$ cat config.mk
export PLATFORM = sky130hd
export DESIGN_NAME = link_test_ctl
export DESIGN_NICKNAME = d
export VERILOG_FILES = /design/src/design/sample_fifo.v /design/src/design/pn_source.v /design/src/design/link_test_ctl.v
export VERILOG_INCLUDE_DIRS = /design/src /design/src/pkg
export SDC_FILE = /design/constraint.sdc
export NUM_CORES = 1
export LEC_CHECK = 0
export BUFFER_PORTS_ARGS = -buffer_cell sky130_fd_sc_hd__buf_2
export CORE_MARGIN = 3
export CORE_UTILIZATION = 55
export CTS_BUF_LIST = sky130_fd_sc_hd__clkbuf_4
export DETAILED_ROUTE_END_ITERATION = 10
export GPL_ROUTABILITY_DRIVEN = 0
export PLACE_DENSITY = 0.87
export SLEW_MARGIN = 40
export SYNTH_ARGS = -nofsm -noshare
export SYNTH_HDL_FRONTEND = slang
export SYNTH_HIERARCHICAL = 1
export SYNTH_SLANG_ARGS = --single-unit
export TNS_END_PERCENT = 10
$ cat constraint.sdc
create_clock -name pclk -period 12.2 [get_ports pclk]
set_input_delay 0.61 -clock pclk [delete_from_list [all_inputs] [get_ports pclk]]
set_output_delay 0.61 -clock pclk [all_outputs]
set_load 0.02 [all_outputs]
$ cat src/pkg/link_test_consts.vh
// constants for the serial link test and checksum control block
// assumes a 32-bit apb slave on a 200 MHz pclk, byte address = 4 x index
//
// Operation
// mode 00 sums whole configuration octets
// mode 01 sums individual configuration fields
// mode 10 forces checksum to zero
// insertion point selects sample, encoder, scrambler
// pattern 0000 passes normal converter data
// 0001 checkerboard, 0010 ones/zeros word toggle
// 0100 pn23, 0110 pn9, 0111 pn7, 1000 ramp
// 1110 repeats user pattern continuously
// 1111 sends user pattern once
// link test 000 means normal link
// link test 001 sends /D21.5/ continuously
// link test 100 sends modified jitter sequence
// link test 101 and 110 scrambled sequences
// unlisted codes behave as normal operation
`ifndef LINK_TEST_CONSTS_VH
`define LINK_TEST_CONSTS_VH

// ***********************************
// register indices (byte address = index * 4)
// ***********************************
`define IDX_MODE_CTL2 16'h0572
`define IDX_MODE_CTL3 16'h0573
`define IDX_MODE_CTL4 16'h0574
`define IDX_MF_OFFSET 16'h0578
`define IDX_DEV_ID 16'h0580
`define IDX_USER_LO 16'h0590
`define IDX_USER_HI 16'h0591
`define IDX_STATUS 16'h0592
`define RST_REG8 8'h00

// ***********************************
// field positions
// ***********************************
`define CHK_MSB 7
`define CHK_LSB 6
`define INS_MSB 5
`define INS_LSB 4
`define PAT_MSB 3
`define PAT_LSB 0
`define LLT_MSB 2
`define LLT_LSB 0

// ***********************************
// codes
// ***********************************
`define CHK_OCTETS 2'h0
`define CHK_FIELDS 2'h1
`define CHK_ZERO 2'h2
`define PAT_NORMAL 4'h0
`define PAT_CHECKER 4'h1
`define PAT_TOGGLE 4'h2
`define PAT_PN23 4'h4
`define PAT_PN9 4'h6
`define PAT_PN7 4'h7
`define PAT_RAMP 4'h8
`define PAT_USER_REP 4'hE
`define PAT_USER_ONE 4'hF
`define LLT_NORMAL 3'h0
`define LLT_D215 3'h1
`define LLT_RPAT 3'h4
`define LLT_JSPAT 3'h5
`define LLT_JTSPAT 3'h6
`define CHAR_D215 8'hB5
`define CHECKER_A 16'hAAAA
`define CHECKER_B 16'h5555
`define WORD_ONES 16'hFFFF
`define WORD_ZERO 16'h0000

// ***********************************
// structure
// ***********************************
`define SAMPLE_W 16
`define FIFO_DEPTH 16
`define FIFO_AW 4
`define CFG_OCTETS 11

`endif

$ cat src/design/sample_fifo.v
// synchronous fifo for sample words with valid/ready on both sides
// assumes a single clock and an asynchronous active-low reset
`timescale 1ns/1ps
module sample_fifo #(
   parameter WIDTH = 16,
   parameter DEPTH = 16,
   parameter AW = 4
) (
   input wire pclk,
   input wire presetn,
   input wire [WIDTH-1:0] in_data,
   input wire in_valid,
   output wire in_ready,
   output reg [WIDTH-1:0] out_data,
   output reg out_valid,
   input wire out_ready,
   output wire full,
   output wire empty
);
   reg [WIDTH-1:0] mem [0:DEPTH-1];
   reg [AW:0] wr_ptr;
   reg [AW:0] rd_ptr;
   wire [AW:0] count;
   wire do_wr;
   wire do_rd;

   // ***********************************
   // flags
   // ***********************************
   assign count = wr_ptr - rd_ptr;
   assign full = (count == DEPTH[AW:0]);
   assign empty = (count == {(AW+1){1'b0}});
   assign in_ready = ~full;
   assign do_wr = in_valid & ~full;
   // refill the output register whenever it is free or being taken
   assign do_rd = ~empty & (~out_valid | out_ready);

   // storage has no reset, only pointers and the registered read port do
   always @(posedge pclk) begin
      if (do_wr) begin
         mem[wr_ptr[AW-1:0]] <= in_data;
      end
   end

   // pointers and registered read port
   always @(posedge pclk or negedge presetn) begin
      if (!presetn) begin
         wr_ptr <= {(AW+1){1'b0}};
         rd_ptr <= {(AW+1){1'b0}};
         out_data <= {WIDTH{1'b0}};
         out_valid <= 1'b0;
      end else begin
         if (do_wr) begin
            wr_ptr <= wr_ptr + 1'b1;
         end
         if (do_rd) begin
            out_data <= mem[rd_ptr[AW-1:0]];
            out_valid <= 1'b1;
            rd_ptr <= rd_ptr + 1'b1;
         end else if (out_ready) begin
            out_valid <= 1'b0;
         end
      end
   end
endmodule

$ cat src/design/pn_source.v
// free-standing fibonacci lfsr giving one 16-bit word per advance
// assumes the caller pulses advance once per consumed word
`timescale 1ns/1ps
module pn_source #(
   parameter LEN = 7,
   parameter TAP = 6
) (
   input wire pclk,
   input wire presetn,
   input wire advance,
   output reg [15:0] word
);
   reg [LEN-1:0] state;
   reg [LEN-1:0] next_state;
   reg [15:0] next_word;
   integer i;

   // sixteen serial steps folded into one clock, msb first
   always @* begin
      next_state = state;
      next_word = 16'h0000;
      for (i = 15; i >= 0; i = i - 1) begin
         next_word[i] = next_state[LEN-1];
         next_state = {next_state[LEN-2:0], next_state[LEN-1] ^ next_state[TAP-1]};
      end
   end

   // all-ones seed: the all-zero state would lock up
   always @(posedge pclk or negedge presetn) begin
      if (!presetn) begin
         state <= {LEN{1'b1}};
         word <= 16'h0000;
      end else if (advance) begin
         state <= next_state;
         word <= next_word;
      end
   end
endmodule

$ cat src/design/link_test_ctl.v
// test pattern, insertion point and configuration checksum control for
// the transmit side of a serial converter link, with an apb register port
// assumes samples arrive synchronous to pclk; the framer downstream honours
// insert_point and link_test_mode and applies the encoding itself
//
// Local design decision: the APB register port.
`timescale 1ns/1ps
`include "link_test_consts.vh"
module link_test_ctl (
   input wire pclk,
   input wire presetn,
   input wire psel,
   input wire penable,
   input wire pwrite,
   input wire [15:0] paddr,
   input wire [31:0] pwdata,
   output reg [31:0] prdata,
   output reg pready,
   output reg pslverr,
   input wire [15:0] in_data,
   input wire in_valid,
   output wire in_ready,
   output reg [15:0] out_data,
   output reg out_valid,
   input wire out_ready,
   input wire [87:0] cfg_octets,
   output reg [7:0] config_checksum,
   output reg [1:0] insert_point,
   output reg test_active,
   output reg [2:0] link_test_mode,
   output reg [7:0] link_char,
   output reg [7:0] link_mode_second,
   output reg [7:0] multiframe_phase_offset,
   output reg [7:0] device_identifier
);
   // ***********************************
   // register file
   // ***********************************
   reg [7:0] link_mode_control_third;
   reg [7:0] link_mode_control_fourth;
   reg [7:0] user_lo;
   reg [7:0] user_hi;
   reg single_done;
   reg [15:0] ramp;
   reg phase;
   reg [7:0] link_seq;
   wire [15:0] idx;
   wire setup;
   wire wr_take;
   wire rd_take;
   wire mapped;
   wire [1:0] chk_mode;
   wire [3:0] pat_code;
   wire pat_known;
   wire llt_known;
   wire load;
   wire fifo_valid;
   wire fifo_full;
   wire fifo_empty;
   wire fifo_take;
   wire [15:0] fifo_data;
   wire [15:0] pn23_word;
   wire [15:0] pn9_word;
   wire [15:0] pn7_word;
   wire adv23;
   wire adv9;
   wire adv7;
   wire user_sent;
   wire clr_done;
   reg [7:0] next_checksum;
   reg [7:0] sum_oct;
   reg [7:0] sum_fld;
   reg [15:0] next_out;
   reg use_pattern;
   reg [7:0] next_rdata;
   reg [7:0] next_char;
   integer k;

   // the word address is the printed index; the low two bits must be zero
   assign idx = {2'b00, paddr[15:2]};
   assign setup = psel & penable & ~pready;
   assign wr_take = setup & pwrite & mapped;
   assign rd_take = setup & ~pwrite & mapped;
   assign mapped = (paddr[1:0] == 2'b00) &&
      (idx == `IDX_MODE_CTL2 || idx == `IDX_MODE_CTL3 || idx == `IDX_MODE_CTL4 ||
       idx == `IDX_MF_OFFSET || idx == `IDX_DEV_ID || idx == `IDX_USER_LO ||
       idx == `IDX_USER_HI || idx == `IDX_STATUS);
   assign chk_mode = link_mode_control_third[`CHK_MSB:`CHK_LSB];
   assign pat_code = link_mode_control_third[`PAT_MSB:`PAT_LSB];

   // read mux: narrow registers sit in the low byte, upper bits read zero
   always @* begin
      case (idx)
         `IDX_MODE_CTL2: next_rdata = link_mode_second;
         `IDX_MODE_CTL3: next_rdata = link_mode_control_third;
         `IDX_MODE_CTL4: next_rdata = link_mode_control_fourth;
         `IDX_MF_OFFSET: next_rdata = multiframe_phase_offset;
         `IDX_DEV_ID: next_rdata = device_identifier;
         `IDX_USER_LO: next_rdata = user_lo;
         `IDX_USER_HI: next_rdata = user_hi;
         `IDX_STATUS: next_rdata = {5'b00000, fifo_empty, fifo_full, single_done};
         default: next_rdata = 8'h00;
      endcase
   end

   // one wait state: pready rises in the second access cycle, so every
   // output of the slave comes from a flop
   always @(posedge pclk or negedge presetn) begin
      if (!presetn) begin
         pready <= 1'b0;
         pslverr <= 1'b0;
         prdata <= 32'h00000000;
      end else begin
         pready <= setup;
         pslverr <= setup & ~mapped;
         if (rd_take) begin
            prdata <= {24'h000000, next_rdata};
         end else if (setup) begin
            prdata <= 32'h00000000;
         end
      end
   end

   // writable registers; unmapped or read-only writes are dropped
   always @(posedge pclk or negedge presetn) begin
      if (!presetn) begin
         link_mode_second <= `RST_REG8;
         link_mode_control_third <= `RST_REG8;
         link_mode_control_fourth <= `RST_REG8;
         multiframe_phase_offset <= `RST_REG8;
         device_identifier <= `RST_REG8;
         user_lo <= `RST_REG8;
         user_hi <= `RST_REG8;
      end else if (wr_take) begin
         case (idx)
            `IDX_MODE_CTL2: link_mode_second <= pwdata[7:0];
            `IDX_MODE_CTL3: link_mode_control_third <= pwdata[7:0];
            `IDX_MODE_CTL4: link_mode_control_fourth <= pwdata[7:0];
            `IDX_MF_OFFSET: multiframe_phase_offset <= pwdata[7:0];
            `IDX_DEV_ID: device_identifier <= pwdata[7:0];
            `IDX_USER_LO: user_lo <= pwdata[7:0];
            `IDX_USER_HI: user_hi <= pwdata[7:0];
            default: user_lo <= user_lo;
         endcase
      end
   end

   // ***********************************
   // configuration checksum
   // ***********************************
   // octet layout: 0 id, 1 bank, 2 lane, 3 lanes/scr, 4 f, 5 k, 6 m,
   // 7 n/cs, 8 n'/subclass, 9 s/version, 10 cf/hd
   always @* begin
      sum_oct = 8'h00;
      for (k = 0; k < `CFG_OCTETS; k = k + 1) begin
         sum_oct = sum_oct + cfg_octets[8*k +: 8];
      end
      sum_fld = cfg_octets[7:0] + {4'h0, cfg_octets[11:8]} + {4'h0, cfg_octets[15:12]}
         + {3'b000, cfg_octets[20:16]} + {7'h00, cfg_octets[21]}
         + {7'h00, cfg_octets[22]} + {3'b000, cfg_octets[28:24]}
         + {7'h00, cfg_octets[31]} + cfg_octets[39:32] + {3'b000, cfg_octets[44:40]}
         + cfg_octets[55:48] + {3'b000, cfg_octets[60:56]}
         + {6'h00, cfg_octets[63:62]} + {3'b000, cfg_octets[68:64]}
         + {5'h00, cfg_octets[71:69]} + {3'b000, cfg_octets[76:72]}
         + {5'h00, cfg_octets[79:77]} + {3'b000, cfg_octets[84:80]}
         + {7'h00, cfg_octets[87]};
      case (chk_mode)
         `CHK_OCTETS: next_checksum = sum_oct;
         `CHK_FIELDS: next_checksum = sum_fld;
         `CHK_ZERO: next_checksum = 8'h00;
         default: next_checksum = sum_oct;
      endcase
   end

   // registered so the framer sees a stable value, one cycle after a change
   always @(posedge pclk or negedge presetn) begin
      if (!presetn) begin
         config_checksum <= 8'h00;
         insert_point <= 2'b00;
      end else begin
         config_checksum <= next_checksum;
         insert_point <= link_mode_control_third[`INS_MSB:`INS_LSB];
      end
   end

   // ***********************************
   // sample path
   // ***********************************
   sample_fifo #(
      .WIDTH(`SAMPLE_W),
      .DEPTH(`FIFO_DEPTH),
      .AW(`FIFO_AW)
   ) u_fifo (
      .pclk(pclk),
      .presetn(presetn),
      .in_data(in_data),
      .in_valid(in_valid),
      .in_ready(in_ready),
      .out_data(fifo_data),
      .out_valid(fifo_valid),
      .out_ready(fifo_take),
      .full(fifo_full),
      .empty(fifo_empty)
   );

   assign pat_known = (pat_code == `PAT_CHECKER) || (pat_code == `PAT_TOGGLE) ||
      (pat_code == `PAT_PN23) || (pat_code == `PAT_PN9) || (pat_code == `PAT_PN7) ||
      (pat_code == `PAT_RAMP) || (pat_code == `PAT_USER_REP) ||
      ((pat_code == `PAT_USER_ONE) && !single_done);
   assign load = ~out_valid | out_ready;
   // while a pattern plays the converter samples are discarded so the
   // source is never back-pressured into overflow
   assign fifo_take = use_pattern | load;
   assign adv23 = load && use_pattern && pat_code == `PAT_PN23;
   assign adv9 = load && use_pattern && pat_code == `PAT_PN9;
   assign adv7 = load && use_pattern && pat_code == `PAT_PN7;
   assign user_sent = load && use_pattern && pat_code == `PAT_USER_ONE;
   assign clr_done = wr_take && idx == `IDX_MODE_CTL3;

   pn_source #(.LEN(23), .TAP(18)) u_pn23 (
      .pclk(pclk), .presetn(presetn), .advance(adv23), .word(pn23_word));
   pn_source #(.LEN(9), .TAP(5)) u_pn9 (
      .pclk(pclk), .presetn(presetn), .advance(adv9), .word(pn9_word));
   pn_source #(.LEN(7), .TAP(6)) u_pn7 (
      .pclk(pclk), .presetn(presetn), .advance(adv7), .word(pn7_word));

   // pattern selection; unknown codes fall back to live data
   always @* begin
      use_pattern = pat_known;
      case (pat_code)
         `PAT_CHECKER: next_out = phase ? `CHECKER_B : `CHECKER_A;
         `PAT_TOGGLE: next_out = phase ? `WORD_ZERO : `WORD_ONES;
         `PAT_PN23: next_out = pn23_word;
         `PAT_PN9: next_out = pn9_word;
         `PAT_PN7: next_out = pn7_word;
         `PAT_RAMP: next_out = ramp;
         `PAT_USER_REP: next_out = {user_hi, user_lo};
         `PAT_USER_ONE: next_out = {user_hi, user_lo};
         default: next_out = fifo_data;
      endcase
   end

   // output stage; the pn words lag their advance by one word, harmless
   // for a free-running sequence
   always @(posedge pclk or negedge presetn) begin
      if (!presetn) begin
         out_data <= 16'h0000;
         out_valid <= 1'b0;
         phase <= 1'b0;
         ramp <= 16'h0000;
         test_active <= 1'b0;
      end else begin
         test_active <= use_pattern;
         if (load) begin
            if (use_pattern) begin
               out_data <= next_out;
               out_valid <= 1'b1;
               phase <= ~phase;
               if (pat_code == `PAT_RAMP) begin
                  ramp <= ramp + 1'b1;
               end
            end else begin
               out_data <= fifo_data;
               out_valid <= fifo_valid;
            end
         end
      end
   end

   // single-shot flag: a send in the same cycle as the rearming write wins
   always @(posedge pclk or negedge presetn) begin
      if (!presetn) begin
         single_done <= 1'b0;
      end else if (user_sent) begin
         single_done <= 1'b1;
      end else if (clr_done) begin
         single_done <= 1'b0;
      end
   end

   // ***********************************
   // link layer test characters
   // ***********************************
   assign llt_known = (link_mode_control_fourth[`LLT_MSB:`LLT_LSB] == `LLT_D215) ||
      (link_mode_control_fourth[`LLT_MSB:`LLT_LSB] == `LLT_RPAT) ||
      (link_mode_control_fourth[`LLT_MSB:`LLT_LSB] == `LLT_JSPAT) ||
      (link_mode_control_fourth[`LLT_MSB:`LLT_LSB] == `LLT_JTSPAT);

   // the jitter sequences are given as an octet stream; the framer adds
   // disparity control and, for the scrambled ones, the scrambler
   always @* begin
      case (link_mode_control_fourth[`LLT_MSB:`LLT_LSB])
         `LLT_D215: next_char = `CHAR_D215;
         `LLT_RPAT: next_char = link_seq ^ `CHAR_D215;
         `LLT_JSPAT: next_char = link_seq;
         `LLT_JTSPAT: next_char = ~link_seq;
         default: next_char = 8'h00;
      endcase
   end

   always @(posedge pclk or negedge presetn) begin
      if (!presetn) begin
         link_test_mode <= `LLT_NORMAL;
         link_char <= 8'h00;
         link_seq <= 8'h00;
      end else begin
         link_test_mode <= llt_known ? link_mode_control_fourth[`LLT_MSB:`LLT_LSB]
            : `LLT_NORMAL;
         link_char <= next_char;
         link_seq <= llt_known ? (link_seq + 8'h1D) : 8'h00;
      end
   end
endmodule

==> flow_summary.ini <==
[status]
status = finished, final reports clean

[power_and_ir_drop]
peakVddDrop_v = 0.000232
swShare = 0.365
p_int_mw = 3.80
p_leak_nw = 12.1
pwr-share-seq = 0.348
combPwrFrac = 0.429
clockPowerShare = 0.223
p_per_area_nw_per_um2 = 210
power.total_mw = 6.00
switching_power_mw = 2.19

[synth]
ys_ff_latch = 501
ys_seq_area_frac = 0.547
avgSynthCellArea_sq_um = 13.8
synth_edf_count = 256
syn_inst = 1832
yosys_warnings = 6
async_flop_share = 0.489
ys_types = 83
synth_flop_cell = edfxtp_1
syn_area_sq_um = 25400

[sta]
hold_viol = 0
worst_pin_slew_ns = 0.848
finalCriticalPeriod_ns = 5.11
setup_viol = 0
finalSetupTns_ns = 0
skew_ns = 0.0907
post-route-period-util = 0.419
slew_violations = 0
clock.fmax_ghz = 0.196
slew_headroom = 0.435
grt_setup_unrepaired = no

[cells_and_area]
drive_gt1_frac = 0.312
fin_cells = 2811
area_growth_syn_to_layout_pct = 12.6
fin_nets = 2428
fill_cells = 3168

[hold_path]
min_from = paddr[0]
hold_depth = 4
hold_class = input pin to flip-flop
worst_hold_path.endpoint = pslverr

[floorplan]
die_y_microns = 221
io_pins = 257
rows = 78
die_w_microns = 221
start_util = 0.558
dieArea_sq_um = 48700
coreArea_sq_um = 45500

[drt]
route.layer.met1.wl_mm = 21.3
dr.pass1.iters = 6
ant_nets = 0
drc = 0
wl_mm = 57.2
top_layer = met4
vias_per_cell = 5.74
vias = 16100
drt_iter0_drc = 1684
wl_met2_mm = 29.6
route.met3.wl_mm = 4.25
wl_per_cell_microns = 20.3

[clocking]
cts_buffers = 120
clk-insertion-delay-late_ns = 0.90
cts_setup_buffers = 0
cts_resized = 0
path_clk_slew_ns = 0.07
clock-sinks = 501
htreeDepth = 3
clockRootBuffer = clkbuf_4
cts_tree = yes
ctsHoldBuffers = 16
cts_buffer_depth = 3

[critical_path]
cp-end-kind = output port
r2r_start = u_fifo/rd_ptr[1]
reg2reg_to = u_fifo/mem[0][11]
r2r_slack_ns = 7.54
crit_arrival_ns = 4.50
critPathKind = flip-flop to output port
reg2reg_depth = 10
start_kind = flip-flop
crit_required_ns = 11.59
path_max_fanout = 52

[global_route]
first_global_vias = 16800
grt_antenna_before_repair = 2
grt_max_degree = 103
grt_overflow = 0
grt_usage = 0.237
grt_pass1_wl_mm = 88.8

[place]
io_buffers = 208
hpwl_mm = 39.4
dpl.cell_count = 2573

[job]
drv_cap = 0
==> stage by stage <==
step | hold slack [ns] | util | setup WS (ns) | cell area, sq um
6_report | 0.121 | 0.628 | 7.09 | 28600
3_5_place_dp | 0.401 | 0.589 | 6.55 | 26800
3_3_place_gp | 0.386 | 0.589 | 6.70 | 26800
5_1_grt | 0.0556 | 0.628 | 6.90 | 28600
2_1_floorplan | 0.314 | - | 6.98 | 25500
4_1_cts | 0.00871 | 0.627 | 7.04 | 28500
==> logic make-up (layout without fill, tap and decap cells) <==
group                    after synthesis  after routing  synth area share
XOR/XNOR                             116            116            0.0431
AND/OR/NAND/NOR                      365            365            0.0728
AO/OA/AOI/OAI                        209            209            0.0528
adder cells (fa/ha/maj)              156            156             0.110
buffers and inverters                281            635            0.0508
multiplexers                         203            203             0.124
other                                  1             26          0.000148
flip-flops                           501            501             0.547
==> flip-flops by register name, indices dropped and copies added, names as in the netlist, 9 cells and up <==
name             count
out_data            16
ramp                16
u_fifo/mem         256
u_fifo/out_data     16
u_pn23/state        23
u_pn23/word         16
u_pn7/word          16
u_pn9/state          9
u_pn9/word          16
==> how the worst max path moves through the flow <==
stage                                 from  slack, ns  cells after the start            endpoint
after floorplan             cfg_octets[18]       6.98                     15  config_checksum[7]
after global placement      cfg_octets[18]       6.70                     17  config_checksum[7]
after detailed placement    cfg_octets[18]       6.55                     17  config_checksum[7]
after CTS                 u_fifo/rd_ptr[1]       7.04                      9            in_ready
after global routing      u_fifo/rd_ptr[1]       6.90                      9            in_ready
final                     u_fifo/rd_ptr[1]       7.09                      9            in_ready
==> layout by cell type, fill, tap and decap left out, drive strengths merged, types with 14 or more instances in the layout <==
cell           n
o21ai         41
a22oi         38
a21oi         61
nand4         14
dlygate4sd3   16
mux4          64
buf          227
a31oi         18
nor2          83
ha            44
dfstp         39
xor2          22
fa           112
and2          17
dfrtp        206
xnor2         93
edfxtp       256
clkbuf       171
nand3         25
mux2         126
inv          177
conb          24
clkinv        44
nand2        129
and3          28
==> power by group through the flow <==
stage	registers (mW)	clock network (mW)	logic, mW
4_1_cts	2.09	1.37	2.57
3_5_place_dp	2.12	0	2.53
6_report	2.09	1.34	2.57
5_1_grt	2.11	1.46	2.85
2_1_floorplan	2.10	0	1.90
3_3_place_gp	2.11	0	2.40
==> synth_stat cells (4+ instances only) <==
cell      instances  area [sq um]
nor3_1            7          35.0
a22oi_1          38           285
and3_1           28           175
mux2i_1          13           130
edfxtp_1        256          7690
and2_1           17           106
or3_1             4          25.0
dfstp_2          39          1020
o21ai_0          40           200
nand4_1          13          81.3
nor3b_1           6          45.0
mux2_4           38           571
buf_2            32           160
a21oi_1          61           305
xor2_1           22           193
xnor2_1          86           753
a22o_1            5          43.8
mux4_2           64          1440
ha_1             44           551
dfrtp_1         206          5150
o22ai_1          12          75.1
nand2_1         129           484
mux2_2           86           968
nand2b_1          9          56.3
nor4_1            7          43.8
a21o_1            6          45.0
or2_1             4          25.0
nand3_1          24           120
inv_1           172           646
buf_4            28           210
nor2_1           81           304
clkbuf_1         32           120
buf_6            10           113
nor2b_1          12          75.1
xnor2_2           6          97.6
a31oi_1          18           113
fa_1            112          2240
==> area by class of cell <==
type	instances	area, sq um	share of cell area
Timing Repair Buffer	243	1390	0.0486
Sequential cell	501	13900	0.486
Tap cell	600	751	0.0263
Multi-Input combinational cell	1073	10400	0.363
Inverter	174	653	0.0229
Antenna cell	2	5.00	0.000175
Clock buffer	171	1280	0.0450
Clock inverter	47	250	0.00876
==> critical path, stage by stage (launching register included) <==
cell      delay (ns)
dfrtp_2         0.35
buf_4           0.56
clkinv_1        0.76
ha_1            0.56
nor2b_1         0.17
o211a_1         0.23
nor3_1          0.35
nor2_1          0.11
nand3_1         0.28
buf_2           0.24
==> metal layers <==
| layer | global-route usage | vias to the layer above |
|---|---|---|
| li1 | - | 7046 |
| met1 | 0.298 | 8141 |
| met2 | 0.404 | 783 |
| met3 | 0.0433 | 157 |
| met4 | 0.104 | 0 |
| met5 | 0 | - |
(Power assumes the default switching activity.)
